[config.mk]
export PLATFORM = sky130hd
export DESIGN_NAME = fault_alarm_aggregator
export DESIGN_NICKNAME = d
export VERILOG_FILES = /design/src/core/fault_alarm_pkg.sv /design/src/core/clamp_qualifier.sv /design/src/core/fault_alarm_aggregator.sv
export SDC_FILE = /design/constraint.sdc
export NUM_CORES = 1
export LEC_CHECK = 0
export BUFFER_PORTS_ARGS = -buffer_cell sky130_fd_sc_hd__buf_2
export CORE_MARGIN = 5
export CORE_UTILIZATION = 40
export CTS_BUF_LIST = sky130_fd_sc_hd__clkbuf_8
export CTS_CLUSTER_DIAMETER = 60
export CTS_CLUSTER_SIZE = 30
export DETAILED_ROUTE_END_ITERATION = 6
export GPL_ROUTABILITY_DRIVEN = 0
export MAX_ROUTING_LAYER = met4
export PLACE_DENSITY = 0.87
export SKIP_LAST_GASP = 1
export SLEW_MARGIN = 20
export SYNTH_ARGS = -nofsm -noshare
export SYNTH_HDL_FRONTEND = slang
export SYNTH_SLANG_ARGS = --single-unit
export TNS_END_PERCENT = 30
[constraint.sdc]
create_clock -name clk_i -period 1.4 [get_ports clk_i]
set_input_delay 0 -clock clk_i [delete_from_list [all_inputs] [get_ports clk_i]]
set_output_delay 0 -clock clk_i [all_outputs]
set_load 0.05 [all_outputs]
[src/core/fault_alarm_pkg.sv]
// Constants, register map and carrier types for the fault alarm aggregator
// What this block does
// - Each fault source sets its own flag
// - State register read-only, read clears all
// - After clearing read, flags set again freely
// - Unmasked flags ORed onto open-drain alarm pin
// - Mask register, set bit disables source
// - Reset: thermal enabled, others masked
// - Clamps: voltage in FI, current in FV
// - FI clamp alarm needs clamp enable bit
// - Enabled clamp alarm still obeys mask
// - FV clamps always active, enable ignored
// - FV out-of-range levels keep static limit
// - FV alarm on clamp level or limit
// - Fault only flags and drives alarm pin and irq
// - Overvoltage thresholds from dedicated level DACs
// - Reset restores all control bits' defaults
package fault_alarm_pkg;

  // Word byte offsets on the Wishbone bus
  localparam logic [3:0] STATE_OFFSET = 4'h0;
  localparam logic [3:0] MASK_OFFSET = 4'h4;
  localparam logic [3:0] CTRL_OFFSET = 4'h8;
  localparam logic [3:0] LIMIT_OFFSET = 4'hC;

  // Alarm bit positions, shared by state and mask
  localparam int OV_LOW0_BIT = 0;
  localparam int OV_LOW1_BIT = 1;
  localparam int OV_HIGH0_BIT = 2;
  localparam int OV_HIGH1_BIT = 3;
  localparam int CLAMP0_BIT = 4;
  localparam int CLAMP1_BIT = 5;
  localparam int THERMAL_BIT = 6;
  localparam int ALARM_WIDTH = 7;

  // Mask reset: thermal enabled, overvoltage and clamp masked
  localparam logic [6:0] MASK_RESET = 7'h3F;

  // Control register fields
  localparam int CLAMP_ENABLE0_BIT = 0;
  localparam int CLAMP_ENABLE1_BIT = 1;
  localparam int FORCE_VOLTAGE0_BIT = 2;
  localparam int FORCE_VOLTAGE1_BIT = 3;
  localparam logic [3:0] CTRL_RESET = 4'h0;

  // Number of channels
  localparam int CHANNELS = 2;

  // Analog comparator outputs for one channel
  typedef struct packed {
    logic ov_low;          // Pin below overvoltage_low_level
    logic ov_high;         // Pin above overvoltage_high_level
    logic v_at_clamp_high; // Pin voltage at clamp_high_level
    logic v_at_clamp_low;  // Pin voltage at clamp_low_level
    logic i_at_clamp_high; // Source current at clamp_high_level
    logic i_at_clamp_low;  // Sink current at clamp_low_level
    logic i_static_limit;  // Current at static limit
    logic levels_in_range; // Clamp levels inside functional range
  } channel_sense_t;

  // Per-channel control handed to the qualifier
  typedef struct packed {
    logic force_voltage_mode;
    logic clamp_enable_bit;
  } channel_ctrl_t;

endpackage

[src/core/clamp_qualifier.sv]
// Clamp alarm qualification for one channel of the parametric unit
`timescale 1ns/1ns
module clamp_qualifier (
  // Mode and enable
  input wire fault_alarm_pkg::channel_ctrl_t ctrl_i,
  // Comparator inputs
  input wire fault_alarm_pkg::channel_sense_t sense_i,
  // Qualified events
  output logic clamp_event_o,
  output logic static_limit_active_o
);
  import fault_alarm_pkg::*;

  // Voltage clamp hit in force_current_mode, gated by enable
  wire fi_hit = ctrl_i.clamp_enable_bit &
                (sense_i.v_at_clamp_high | sense_i.v_at_clamp_low);
  // Current clamp hit in force_voltage_mode, enable ignored
  wire fv_hit = sense_i.i_at_clamp_high | sense_i.i_at_clamp_low |
                sense_i.i_static_limit;

  // In force_voltage_mode, static limit stays in effect when levels out of range
  assign static_limit_active_o = ctrl_i.force_voltage_mode &
                                 ~sense_i.levels_in_range;
  // Mode selects the relevant clamp kind
  assign clamp_event_o = ctrl_i.force_voltage_mode ? fv_hit : fi_hit;

endmodule // clamp_qualifier

[src/core/fault_alarm_aggregator.sv]
// Fault alarm aggregator: sticky alarm state, mask, Wishbone slave, open-drain alarm
`timescale 1ns/1ns
module fault_alarm_aggregator (
  // Clock and reset
  input wire logic clk_i,
  input wire logic rst_i,
  // Wishbone classic slave
  input wire logic wb_cyc_i,
  input wire logic wb_stb_i,
  input wire logic wb_we_i,
  input wire logic [3:0] wb_adr_i,
  input wire logic [3:0] wb_sel_i,
  input wire logic [31:0] wb_dat_i,
  output logic [31:0] wb_dat_o,
  output logic wb_ack_o,
  // Analog sense inputs
  input wire fault_alarm_pkg::channel_sense_t sense0_i,
  input wire fault_alarm_pkg::channel_sense_t sense1_i,
  input wire logic thermal_i,
  // Open-drain alarm pin and interrupt
  output logic alarm_pin_o,
  output logic alarm_pin_oe_o,
  output logic irq_o,
  // Static current limit indication to analog side
  output logic [1:0] static_limit_o
);
  import fault_alarm_pkg::*;

  // Registers
  logic [6:0] state_q;   // Sticky alarm flags
  logic [6:0] state_d;
  logic [6:0] mask_q;    // Alarm mask, set disables
  logic [3:0] ctrl_q;    // Clamp enables and modes
  logic [31:0] dat_q;    // Read data
  logic ack_q;           // Bus acknowledge
  logic [1:0] limit_q;   // Registered static limit flags

  // Per-channel carriers
  channel_sense_t sense [CHANNELS];
  channel_ctrl_t chan_ctrl [CHANNELS];
  logic [1:0] clamp_event;
  logic [1:0] limit_active;

  assign sense[0] = sense0_i;
  assign sense[1] = sense1_i;

  // One qualifier per channel
  genvar g;
  generate
    for (g = 0; g < CHANNELS; g++) begin : g_chan
      assign chan_ctrl[g].force_voltage_mode = ctrl_q[FORCE_VOLTAGE0_BIT + g];
      assign chan_ctrl[g].clamp_enable_bit = ctrl_q[CLAMP_ENABLE0_BIT + g];
      clamp_qualifier u_qual (
        .ctrl_i(chan_ctrl[g]),
        .sense_i(sense[g]),
        .clamp_event_o(clamp_event[g]),
        .static_limit_active_o(limit_active[g])
      );
    end
  endgenerate

  // Raw events, one bit per source, independent of each other
  wire [6:0] raw_event = {thermal_i, clamp_event[1], clamp_event[0],
                          sense1_i.ov_high, sense0_i.ov_high,
                          sense1_i.ov_low, sense0_i.ov_low};
  // Masked sources neither flag nor alarm
  wire [6:0] live_event = raw_event & ~mask_q;

  // Bus decode
  wire bus_req = wb_cyc_i & wb_stb_i & ~ack_q;
  wire wr_req = bus_req & wb_we_i & wb_sel_i[0];
  wire rd_req = bus_req & ~wb_we_i;
  wire hit_state = (wb_adr_i == STATE_OFFSET);
  wire hit_mask = (wb_adr_i == MASK_OFFSET);
  wire hit_ctrl = (wb_adr_i == CTRL_OFFSET);
  wire hit_limit = (wb_adr_i == LIMIT_OFFSET);
  // Read clears state; writes to state are ignored
  wire state_clear = rd_req & hit_state;

  // Read mux, unmapped reads return zero
  wire [31:0] rd_mux = hit_state ? {25'h0000000, state_q} :
                       hit_mask ? {25'h0000000, mask_q} :
                       hit_ctrl ? {28'h0000000, ctrl_q} :
                       hit_limit ? {30'h00000000, limit_q} : 32'h00000000;

  // Next state: clear on read, new events win over clear
  always_comb begin
    state_d = state_clear ? 7'h00 : state_q;
    state_d = state_d | live_event;
  end

  // Alarm state flags
  always_ff @(posedge clk_i) begin
    if (rst_i) begin
      state_q <= 7'h00;
    end else begin
      state_q <= state_d;
    end
  end

  // Control and mask registers, defaults under reset
  always_ff @(posedge clk_i) begin
    if (rst_i) begin
      mask_q <= MASK_RESET;
      ctrl_q <= CTRL_RESET;
    end else if (wr_req && hit_mask) begin
      mask_q <= wb_dat_i[6:0];
    end else if (wr_req && hit_ctrl) begin
      ctrl_q <= wb_dat_i[3:0];
    end
  end

  // Bus acknowledge and read data, one cycle after request
  always_ff @(posedge clk_i) begin
    if (rst_i) begin
      ack_q <= 1'b0;
      dat_q <= 32'h00000000;
    end else begin
      ack_q <= bus_req;
      dat_q <= rd_req ? rd_mux : dat_q;
    end
  end

  // Static limit flags registered for the analog side
  always_ff @(posedge clk_i) begin
    if (rst_i) begin
      limit_q <= 2'h0;
    end else begin
      limit_q <= limit_active;
    end
  end

  assign wb_ack_o = ack_q;
  assign wb_dat_o = dat_q;
  assign static_limit_o = limit_q;
  // OR of flags pulls the open-drain pin low and drives irq_o; no other action taken
  assign irq_o = |state_q;
  assign alarm_pin_o = 1'b0;
  assign alarm_pin_oe_o = |state_q;

endmodule // fault_alarm_aggregator

==> results of run 1 <==
area by class of cell:
| class | instances | area share, % |
|---|---|---|
| Multi-Input combinational cell | 130 | 42.39 |
| Sequential cell | 28 | 28.36 |
| Timing Repair Buffer | 67 | 21.57 |
| Tap cell | 50 | 3.145 |
| Clock buffer | 3 | 2.075 |
| Clock inverter | 1 | 1.509 |
| Inverter | 5 | 0.9434 |
per-stage QoR:
stage          setup WS, ps  cells  hold WS, ps  utilization [%]  TNS [ps]
2_1_floorplan        -28.58    199        76.79                -    -200.1
3_3_place_gp          80.67    266        163.9            45.00         0
3_5_place_dp          48.72    266        165.7            45.00         0
4_1_cts               43.47    284        89.82            50.37         0
5_1_grt              -18.14    284        118.9            50.46    -27.74
6_report              92.50    284        88.98            50.46         0
what timing repair did:
action	CTS	global route
resized for setup	0	1
hold endpoints to repair	16	0
hold buffers	14	0
setup endpoints to repair	0	2
power by group:
group	leakage (uW)	internal, uW	switching [uW]
sequential	0.000227	800	4.17
clock	0.0000357	383	262
combinational	0.000564	109	262
Yosys cell counts (2+ instances only):
| cell type | n | share of area [%] |
|---|---|---|
| a21oi_1 | 10 | 3.1 |
| nor2_1 | 13 | 3.1 |
| o31ai_1 | 7 | 3.3 |
| o21ai_0 | 6 | 1.9 |
| mux2_2 | 3 | 2.1 |
| nand3_1 | 3 | 0.94 |
| nand3b_1 | 7 | 3.3 |
| buf_4 | 28 | 13 |
| nand2b_1 | 15 | 5.9 |
| clkbuf_1 | 4 | 0.94 |
| dfxtp_1 | 28 | 35 |
| a211o_1 | 2 | 1.1 |
| o31a_2 | 2 | 1.3 |
| nor4_1 | 3 | 1.2 |
| nand2_1 | 5 | 1.2 |
| buf_6 | 4 | 2.8 |
| mux2i_1 | 11 | 6.9 |
| mux4_1 | 2 | 3.3 |
| nor2b_1 | 2 | 0.78 |
| nor4b_1 | 2 | 1.1 |
| nor3_1 | 4 | 1.3 |
| inv_1 | 5 | 1.2 |
worst paths after layout:
check                   start          end  cells after the start
hold reg to reg   wb_dat_o[6]  wb_dat_o[6]                      2
setup / recovery     wb_ack_o    mask_q[1]                      4
hold / removal          rst_i  wb_dat_o[2]                      3
setup reg to reg     wb_ack_o    mask_q[1]                      4
sequential cells by signal, summed over array words and instances (netlist names):
name and flops:
mask_q 7, state_q 7, wb_dat_o 7, ctrl_q 4, static_limit_o 2, wb_ack_o 1
cell families (layout without fill, tap and decap cells):
kind of cell           after synthesis  count (layout)  share of synthesized area, %
other                                1              26                        0.2345
buffers and inverters               41              76                         18.07
flip-flops                          28              28                         35.05
AO/OA/AOI/OAI                       27              27                         10.64
multiplexers                        16              16                         12.28
AND/OR/NAND/NOR                     61              61                         23.71
critical path, delay by kind of cell (launching register included):
kind                   cells  cell delay (ps)
buffers and inverters      1              180
DFF                        1              360
muxes                      1              190
and+or+nand+nor            2              500
metal layers:
metal	track usage, %	up-vias	share of wire (%)	wire, um
li1	-	674	-	-
met1	16.32	616	42	1531
met2	22.44	48	49	1771
met3	2.204	4	7.7	277
met4	3.689	0	0.75	27
met5	-	-	0	0
==> summary.txt, run 1 <==
Timing
  • Final min period: 1308 ps
  • Max Slew Vio Count: 0
  • Unrepaired setup endpoints after global routing: yes
  • Setup Skew: 3.855 ps
  • Fin crit share: between 90 and 100%
  • Final setup violation count: 0
  • Final hold vios: 0
  • Fmax: 764.8 MHz

Detailed routing
  • Vias per cell: about 4.7
  • Via count: approximately 1300
  • # DRC: 0
  • Iteration count of the initial detailed-routing pass: 4
  • Routed wire length: 3.606 mm
  • Final ANT Viol Nets: 0
  • Routed len/inst: 12.70 um
  • Drt initial violations: 67

Logic synthesis
  • Distinct cell type count after synthesis: 30
  • Post-Syn Area: 1599 um^2
  • Main synth FF type: dfxtp_1
  • Post-Syn Instances: 174
  • Post-synth EDFFs: 0
  • Seq/Total Area, Yosys: between 30% and 40%
  • Synthesis warning total: 0
  • Number of synthesized register bits: 28
  • Ys async rst share: 0%
  • Synthesized area per cell: 9.190 um^2

Power
  • Overall Power: 1821 uW
  • VDD IR max: 0.3837 mV
  • Leakage: about 0.00083 uW
  • PwrDens: around 920 nW/um^2

Clocking
  • CTS root buf: clkbuf_8
  • Clock slew at reported path FFs: roughly 100 ps
  • # Post-CTS Setup Buffers: 0
  • CTS max path bufs: 2
  • Clock Latency Late Sink: 280 ps
  • Clock sink count: 28
  • H-tree depth: 1
  • CTS buffer count: 3
  • CTS tree: built

Global route
  • Initial antenna violation count: 0
  • Total grt overflow: 0
  • Vias in the first global route: ~1200
  • First-pass GRT wire length: approximately 5.5 mm
  • GR Util All Layers: 13.31%
  • Pin count of the biggest net entering global routing: 40

Layout
  • Highest-count cells in the layout ignoring fill and taps: 45 x buf_2, 27 x dfxtp_1, 26 x conb_1
  • Multi-input gate area: 843.3 um^2
  • Fill count: 363
  • Ant. Diodes: 0
  • Area delta synth->final: 24.41%
  • Storage cell area: approximately 560 um^2
  • Commonest non-fill, non-tap cell in the layout: buf_2
  • Nets: 297
  • Share of cells above drive strength 1: around 29%
  • Fin area: 1989 um^2

Die
  • Initial core utilization: 40.56%
  • Die Y: around 73 um
  • Row cnt: 23
  • I/O pin total: 100
  • Area of the core: 3943 um^2
  • Die area: 5362 um^2
  • Width of the die: 73.23 um

Setup path
  • Max FO, Critical Path: 7
  • Max incr delay on CP: 360 ps
  • Slowest-stage cell, CP: dfxtp_4
  • CP required: 1610 ps
  • Worst EP arrival: 1520 ps
  • Critical Path Start Type: register
  • Cell breakdown of the critical path: nand3b_1 > nor4_4 > buf_6 > mux2i_1
  • Critical path endpoint category: register
  • R2R setup slack: 90 ps
  • Crit Path Class: register to register

Run status
  • Status: completed

Placed design
  • Total placed instance area: 1774 um^2
  • IO Port Bufs: 45
  • Dpl hpwl: between 2 and 3 mm

Flow run
  • Max Cap Viol: 0

Min path
  • Worst min path class: input port to register
No activity file was read; power rests on OpenSTA's default activity.
==> run 2, diff against run 1 <==
Settings changed: GPL_ROUTABILITY_DRIVEN 0 to 1, RECOVER_POWER set to 100.
==> summary.txt, run 2 (synthesized netlist as in run 1, its figures left out) <==
Run status
  • Status: completed

Die
  • Initial core utilization: 40.56%
  • Width of the die: 73.23 um
  • Area of the core: approximately 3900 um^2
  • Row cnt: 23
  • I/O pin total: 100
  • Die Y: 73.23 um
  • Die area: 5362 um^2

Setup path
  • Max FO, Critical Path: 7
  • Critical path endpoint category: register
  • Crit Path Class: register to register
  • Worst EP arrival: 1510 ps
  • Critical Path Start Type: register
  • CP required: between 1500 and 2000 ps

Detailed routing
  • Routed len/inst: roughly 13 um
  • Via count: 1331
  • Iteration count of the initial detailed-routing pass: 4
  • # DRC: 0
  • Drt initial violations: 59
  • Vias per cell: 4.687
  • Routed wire length: roughly 3.6 mm
  • Final ANT Viol Nets: 0

Power
  • Overall Power: around 1800 uW
  • Clock power frac: about 35%
  • Sw power: 527.6 uW
  • Reg power frac: between 40 and 50%
  • PwrDens: 922.2 nW/um^2
  • VDD IR max: 0.3838 mV
  • Sw Share: 29.02%
  • Internal: around 1300 uW
  • Leakage: 0.0007830 uW
  • Comb pwr share: roughly a fifth

Timing
  • Final min period: approximately 1300 ps
  • Final setup violation count: 0
  • Unrepaired setup endpoints after global routing: yes
  • Final hold vios: 0
  • Slew @ Worst Pin: around 630 ps
  • Fmax: around 770 MHz
  • Max transition margin: 58.31%
  • Max Slew Vio Count: 0
  • Hold slack: 88.56 ps
  • Setup Skew: approximately 2.2 ps
  • Fin crit share: roughly 93%

Global route
  • GR Util All Layers: a little over an eighth
  • First-pass GRT wire length: between 5 and 6 mm
  • Total grt overflow: 0
  • Initial antenna violation count: 0
  • Vias in the first global route: 1234
  • Pin count of the biggest net entering global routing: 40

Clocking
  • Clock Latency Late Sink: 280 ps
  • CTS tree: built
  • CTS root buf: clkbuf_8
  • H-tree depth: 1
  • Clock slew at reported path FFs: 100 ps
  • CTS buffer count: 3
  • CTS max path bufs: 2
  • Clock sink count: 28

Placed design
  • IO Port Bufs: 45
  • Dpl hpwl: 2.661 mm
  • GPL Wtd Cong: 0.8142

Layout
  • Fill count: 370
  • Commonest non-fill, non-tap cell in the layout: buf_2
  • Area delta synth->final: 23.32%
  • Ant. Diodes: 0
  • Share of cells above drive strength 1: between 20% and 30%
  • Highest-count cells in the layout ignoring fill and taps: 35 x buf_2, 27 x dfxtp_1, 26 x conb_1
  • Nets: just under 300

Flow run
  • Max Cap Viol: 0

Min path
  • Worst min path class: input port to register
[run 2: cell types whose count changed in the layout (fill, tap and decap cells not counted), sizes merged]
cell    previous run  this run
buf               53        40
clkbuf             3        16
[run 2: path summary, 6_finish.rpt]
path | from | to | slack, ps | cells past startpoint
setup reg to reg | wb_ack_o | mask_q[1] | 90 | 4
setup / recovery | wb_ack_o | mask_q[1] | 90 | 4
hold reg to reg | wb_dat_o[6] | wb_dat_o[6] | 460 | 2
hold / removal | rst_i | wb_dat_o[2] | 90 | 3
[run 2: power by group through the flow]
| stage | Sequential, uW | Combinational, uW | Clock [uW] |
|---|---|---|---|
| 2_1_floorplan | 831 | 319 | 0 |
| 5_1_grt | 805 | 393 | 679 |
| 3_5_place_dp | 823 | 339 | 0 |
| 3_3_place_gp | 822 | 335 | 0 |
| 4_1_cts | 804 | 369 | 648 |
| 6_report | 804 | 370 | 644 |
[run 2: layout make-up]
type,instances,area (um^2),share of cell area [%]
sequential,28,564.3,28.62
inverter,5,18.77,0.9518
multi-input combinational,130,843.3,42.77
tap,50,62.56,3.173
clock inverter,1,30.03,1.523
timing repair buffer,67,411.6,20.88
clock buffer,3,41.29,2.094
[run 2: metal layers]
layer | up-vias | share of wire, % | track usage (%)
li1 | 674 | - | -
met1 | 610 | 43 | 16.32
met2 | 43 | 50 | 22.44
met3 | 4 | 6.9 | 2.204
met4 | 0 | 0.75 | 3.689
met5 | - | 0 | -
[run 2: per-stage QoR]
| stage | setup WS [ps] | util [%] | setup TNS (ps) | std cells | cell area, um^2 |
|---|---|---|---|---|---|
| after detailed placement | 48.72 | 45.00 | 0 | 266 | 1774 |
| after global placement | 80.67 | 45.00 | 0 | 266 | 1774 |
| after floorplan | -28.58 | - | -200.1 | 199 | 1697 |
| final | 94.68 | 50.02 | 0 | 284 | 1972 |
| after global routing | -18.14 | 50.02 | -39.72 | 284 | 1972 |
| after CTS | 43.47 | 50.37 | 0 | 284 | 1986 |
[run 2: repair_timing]
action	4_1_cts	5_1_grt
endpoints found under the setup margin	0	2
hold endpoints to repair	16	0
resized for setup	0	1
hold buffers	14	0
buffers inserted	0	0
[run 2: worst max-delay path, stage by stage, from the launching register on]
cell,delay [ps]
dfxtp_4,360
nand3b_1,250
nor4_4,260
buf_6,180
mux2i_1,190
==> run 3, diff against run 2 <==
Settings changed: CORE_UTILIZATION 40 to 39, CTS_CLUSTER_DIAMETER 60 to 80, PLACE_DENSITY 0.87 to 0.86, SYNTH_HIERARCHICAL set to 1.
==> summary.txt, run 3 <==
Detailed routing
  • Iteration count of the initial detailed-routing pass: 4
  • Final ANT Viol Nets: 0
  • Vias per cell: 4.639
  • Routed wire length: 3.500 mm
  • Via count: 1336
  • Routed len/inst: 12.15 um
  • # DRC: 0
  • Drt initial violations: 38

Logic synthesis
  • Seq/Total Area, Yosys: 35.90%
  • Synth area leader: dfxtp_1
  • Post-synth EDFFs: 0
  • Distinct cell type count after synthesis: 33
  • Synth top area share: 35.90%
  • Post-Syn Area: 1561 um^2
  • Synthesis warning total: 6
  • Post-Syn Instances: 178
  • Post-synth top cells: 28 x dfxtp_1, 27 x buf_4, 19 x nand2b_1
  • Leading post-synthesis cells by cell area: dfxtp_1 36%, buf_4 13%, mux2i_1 8.3%, nand2b_1 7.6%, nor2_1 3.8%
  • Ys async rst share: 0%
  • Number of synthesized register bits: 28
  • Synthesized area per cell: 8.772 um^2
  • Count leader, synth: dfxtp_1
  • Main synth FF type: dfxtp_1

Clocking
  • Clock sink count: 28
  • CTS root buf: clkbuf_8
  • H-tree depth: 1
  • CTS tree: built
  • CTS buffer count: 3
  • Clock Latency Late Sink: approximately 280 ps
  • # Post-CTS Setup Buffers: 0
  • Clock slew at reported path FFs: 100 ps
  • CTS max path bufs: 2
  • Cts repair resizes: 0
  • Hold_buf cts: 12

Power
  • PwrDens: approximately 920 nW/um^2
  • Leakage: between 0.0008 and 0.0009 uW
  • VDD IR max: 0.7609 mV

Global route
  • Pin count of the biggest net entering global routing: 22
  • GR Util All Layers: 13.67%
  • First-pass GRT wire length: approximately 5.7 mm
  • Vias in the first global route: 1237
  • Initial antenna violation count: 0
  • Total grt overflow: 0

Setup path
  • Critical Path Start Type: register
  • Slowest-stage cell, CP: dfxtp_2
  • CP required: 1580 ps
  • Top delay family on crit path: simple AND/OR/NAND/NOR gates
  • Crit Path Class: register to register
  • Critical path endpoint category: register
  • Max FO, Critical Path: 6
  • Cell breakdown of the critical path: nor4bb_2 > clkbuf_1 > nor2_1 > a22o_1
  • Max incr delay on CP: 340 ps
  • Worst EP arrival: 1470 ps
  • WP buf/inv: 1

Layout
  • Ant. Diodes: 0
  • Fin area: 1964 um^2
  • Fill count: 375
  • Nets: 301
  • Highest-count cells in the layout ignoring fill and taps: 33 x buf_2, 27 x dfxtp_1, 26 x conb_1
  • Share of cells above drive strength 1: between 20% and 30%
  • Multi-input gate area: just under 900 um^2
  • Area delta synth->final: 25.80%
  • Commonest non-fill, non-tap cell in the layout: buf_2
  • Storage cell area: 561.8 um^2

Timing
  • Fmax: 774.2 MHz
  • Final hold vios: 0
  • Slew @ Worst Pin: 615.5 ps
  • Max transition margin: 59.14%
  • Max Slew Vio Count: 0
  • Setup_tns: 0 ps
  • Setup Skew: 4.761 ps
  • Unrepaired setup endpoints after global routing: no
  • Final setup violation count: 0
  • Fin crit share: approximately 92%
  • Final min period: ~1300 ps

Placed design
  • IO Port Bufs: 45
  • Total placed instance area: around 1800 um^2
  • GPL Wtd Cong: roughly 0.83
  • Dpl hpwl: approximately 2.7 mm

Run status
  • Status: completed

Die
  • I/O pin total: 100
  • Area of the core: 3943 um^2
  • Initial core utilization: between 30% and 40%
  • Row cnt: 23
  • Width of the die: 73.28 um
  • Die area: 5369 um^2
  • Die Y: 73.28 um

Min path
  • Worst min path class: input port to register

Flow run
  • Max Cap Viol: 0
==> run 3: cell types whose count changed after synthesis, sizes merged, moves of 3 or more <==
cell / change
nor2: +3
nor2b: +4
inv: -4
o31ai: -5
o21ai: +5
nand3b: -6
nand2b: +4
==> run 3: metal layers <==
metal / global-route usage [%] / vias to the layer above / part of all wire [%]
met5: - / - / 0
met4: 4.098 / 0 / 0.94
met3: 2.873 / 6 / 7.2
met2: 21.45 / 45 / 48
met1: 17.65 / 604 / 44
li1: - / 681 / -
==> run 3: kinds of logic (layout without fill, tap and decap cells) <==
group,count (synthesis),in the layout,share of synthesized area (%)
compound gates,31,31,12.34
buf+inv,35,70,15.06
flops,28,28,35.90
mux,16,16,10.50
other cells,1,26,0.2402
simple gates,67,67,25.96
==> run 3: worst reg2reg max path, stage by stage (launching register included) <==
cell      delay (ps)
dfxtp_2          340
nor4bb_2         270
clkbuf_1         260
nor2_1            90
a22o_1           240
==> run 3: through the flow <==
step	instances	hold WS, ps	setup slack [ps]	util [%]	total power [uW]
5_1_grt	288	25.66	2.605	49.83	1881
2_1_floorplan	203	148.7	69.86	-	1135
3_3_place_gp	272	264.6	67.04	45.45	1158
3_5_place_dp	272	268.8	59.19	45.45	1160
4_1_cts	288	0.6280	87.28	50.30	1819
6_report	288	5.077	108.3	49.83	1807
==> run 3: area by class of cell <==
type	count	share of cell area (%)
Multi-Input combinational cell	140	44.08
Tap cell	50	3.185
Inverter	1	0.1911
Clock buffer	3	2.102
Sequential cell	28	28.60
Clock inverter	1	1.529
Timing Repair Buffer	65	20.32
==> run 3: path summary, 6_finish.rpt <==
check,from,end,slack (ps),cells past startpoint
setup / recovery,wb_ack_o,wb_dat_o[3],110,4
hold / removal,wb_dat_i[0],ctrl_q[0],5,3
setup reg to reg,wb_ack_o,wb_dat_o[3],110,4
hold reg to reg,wb_dat_o[5],wb_dat_o[5],460,2
==> run 3: where the power goes <==
part           total, uW  switching, uW  internal, uW  leakage [uW]
Sequential           806           3.88           802      0.000227
Clock                639            256           383     0.0000357
Combinational        362            263          98.9      0.000548
Total               1810            523          1280      0.000810
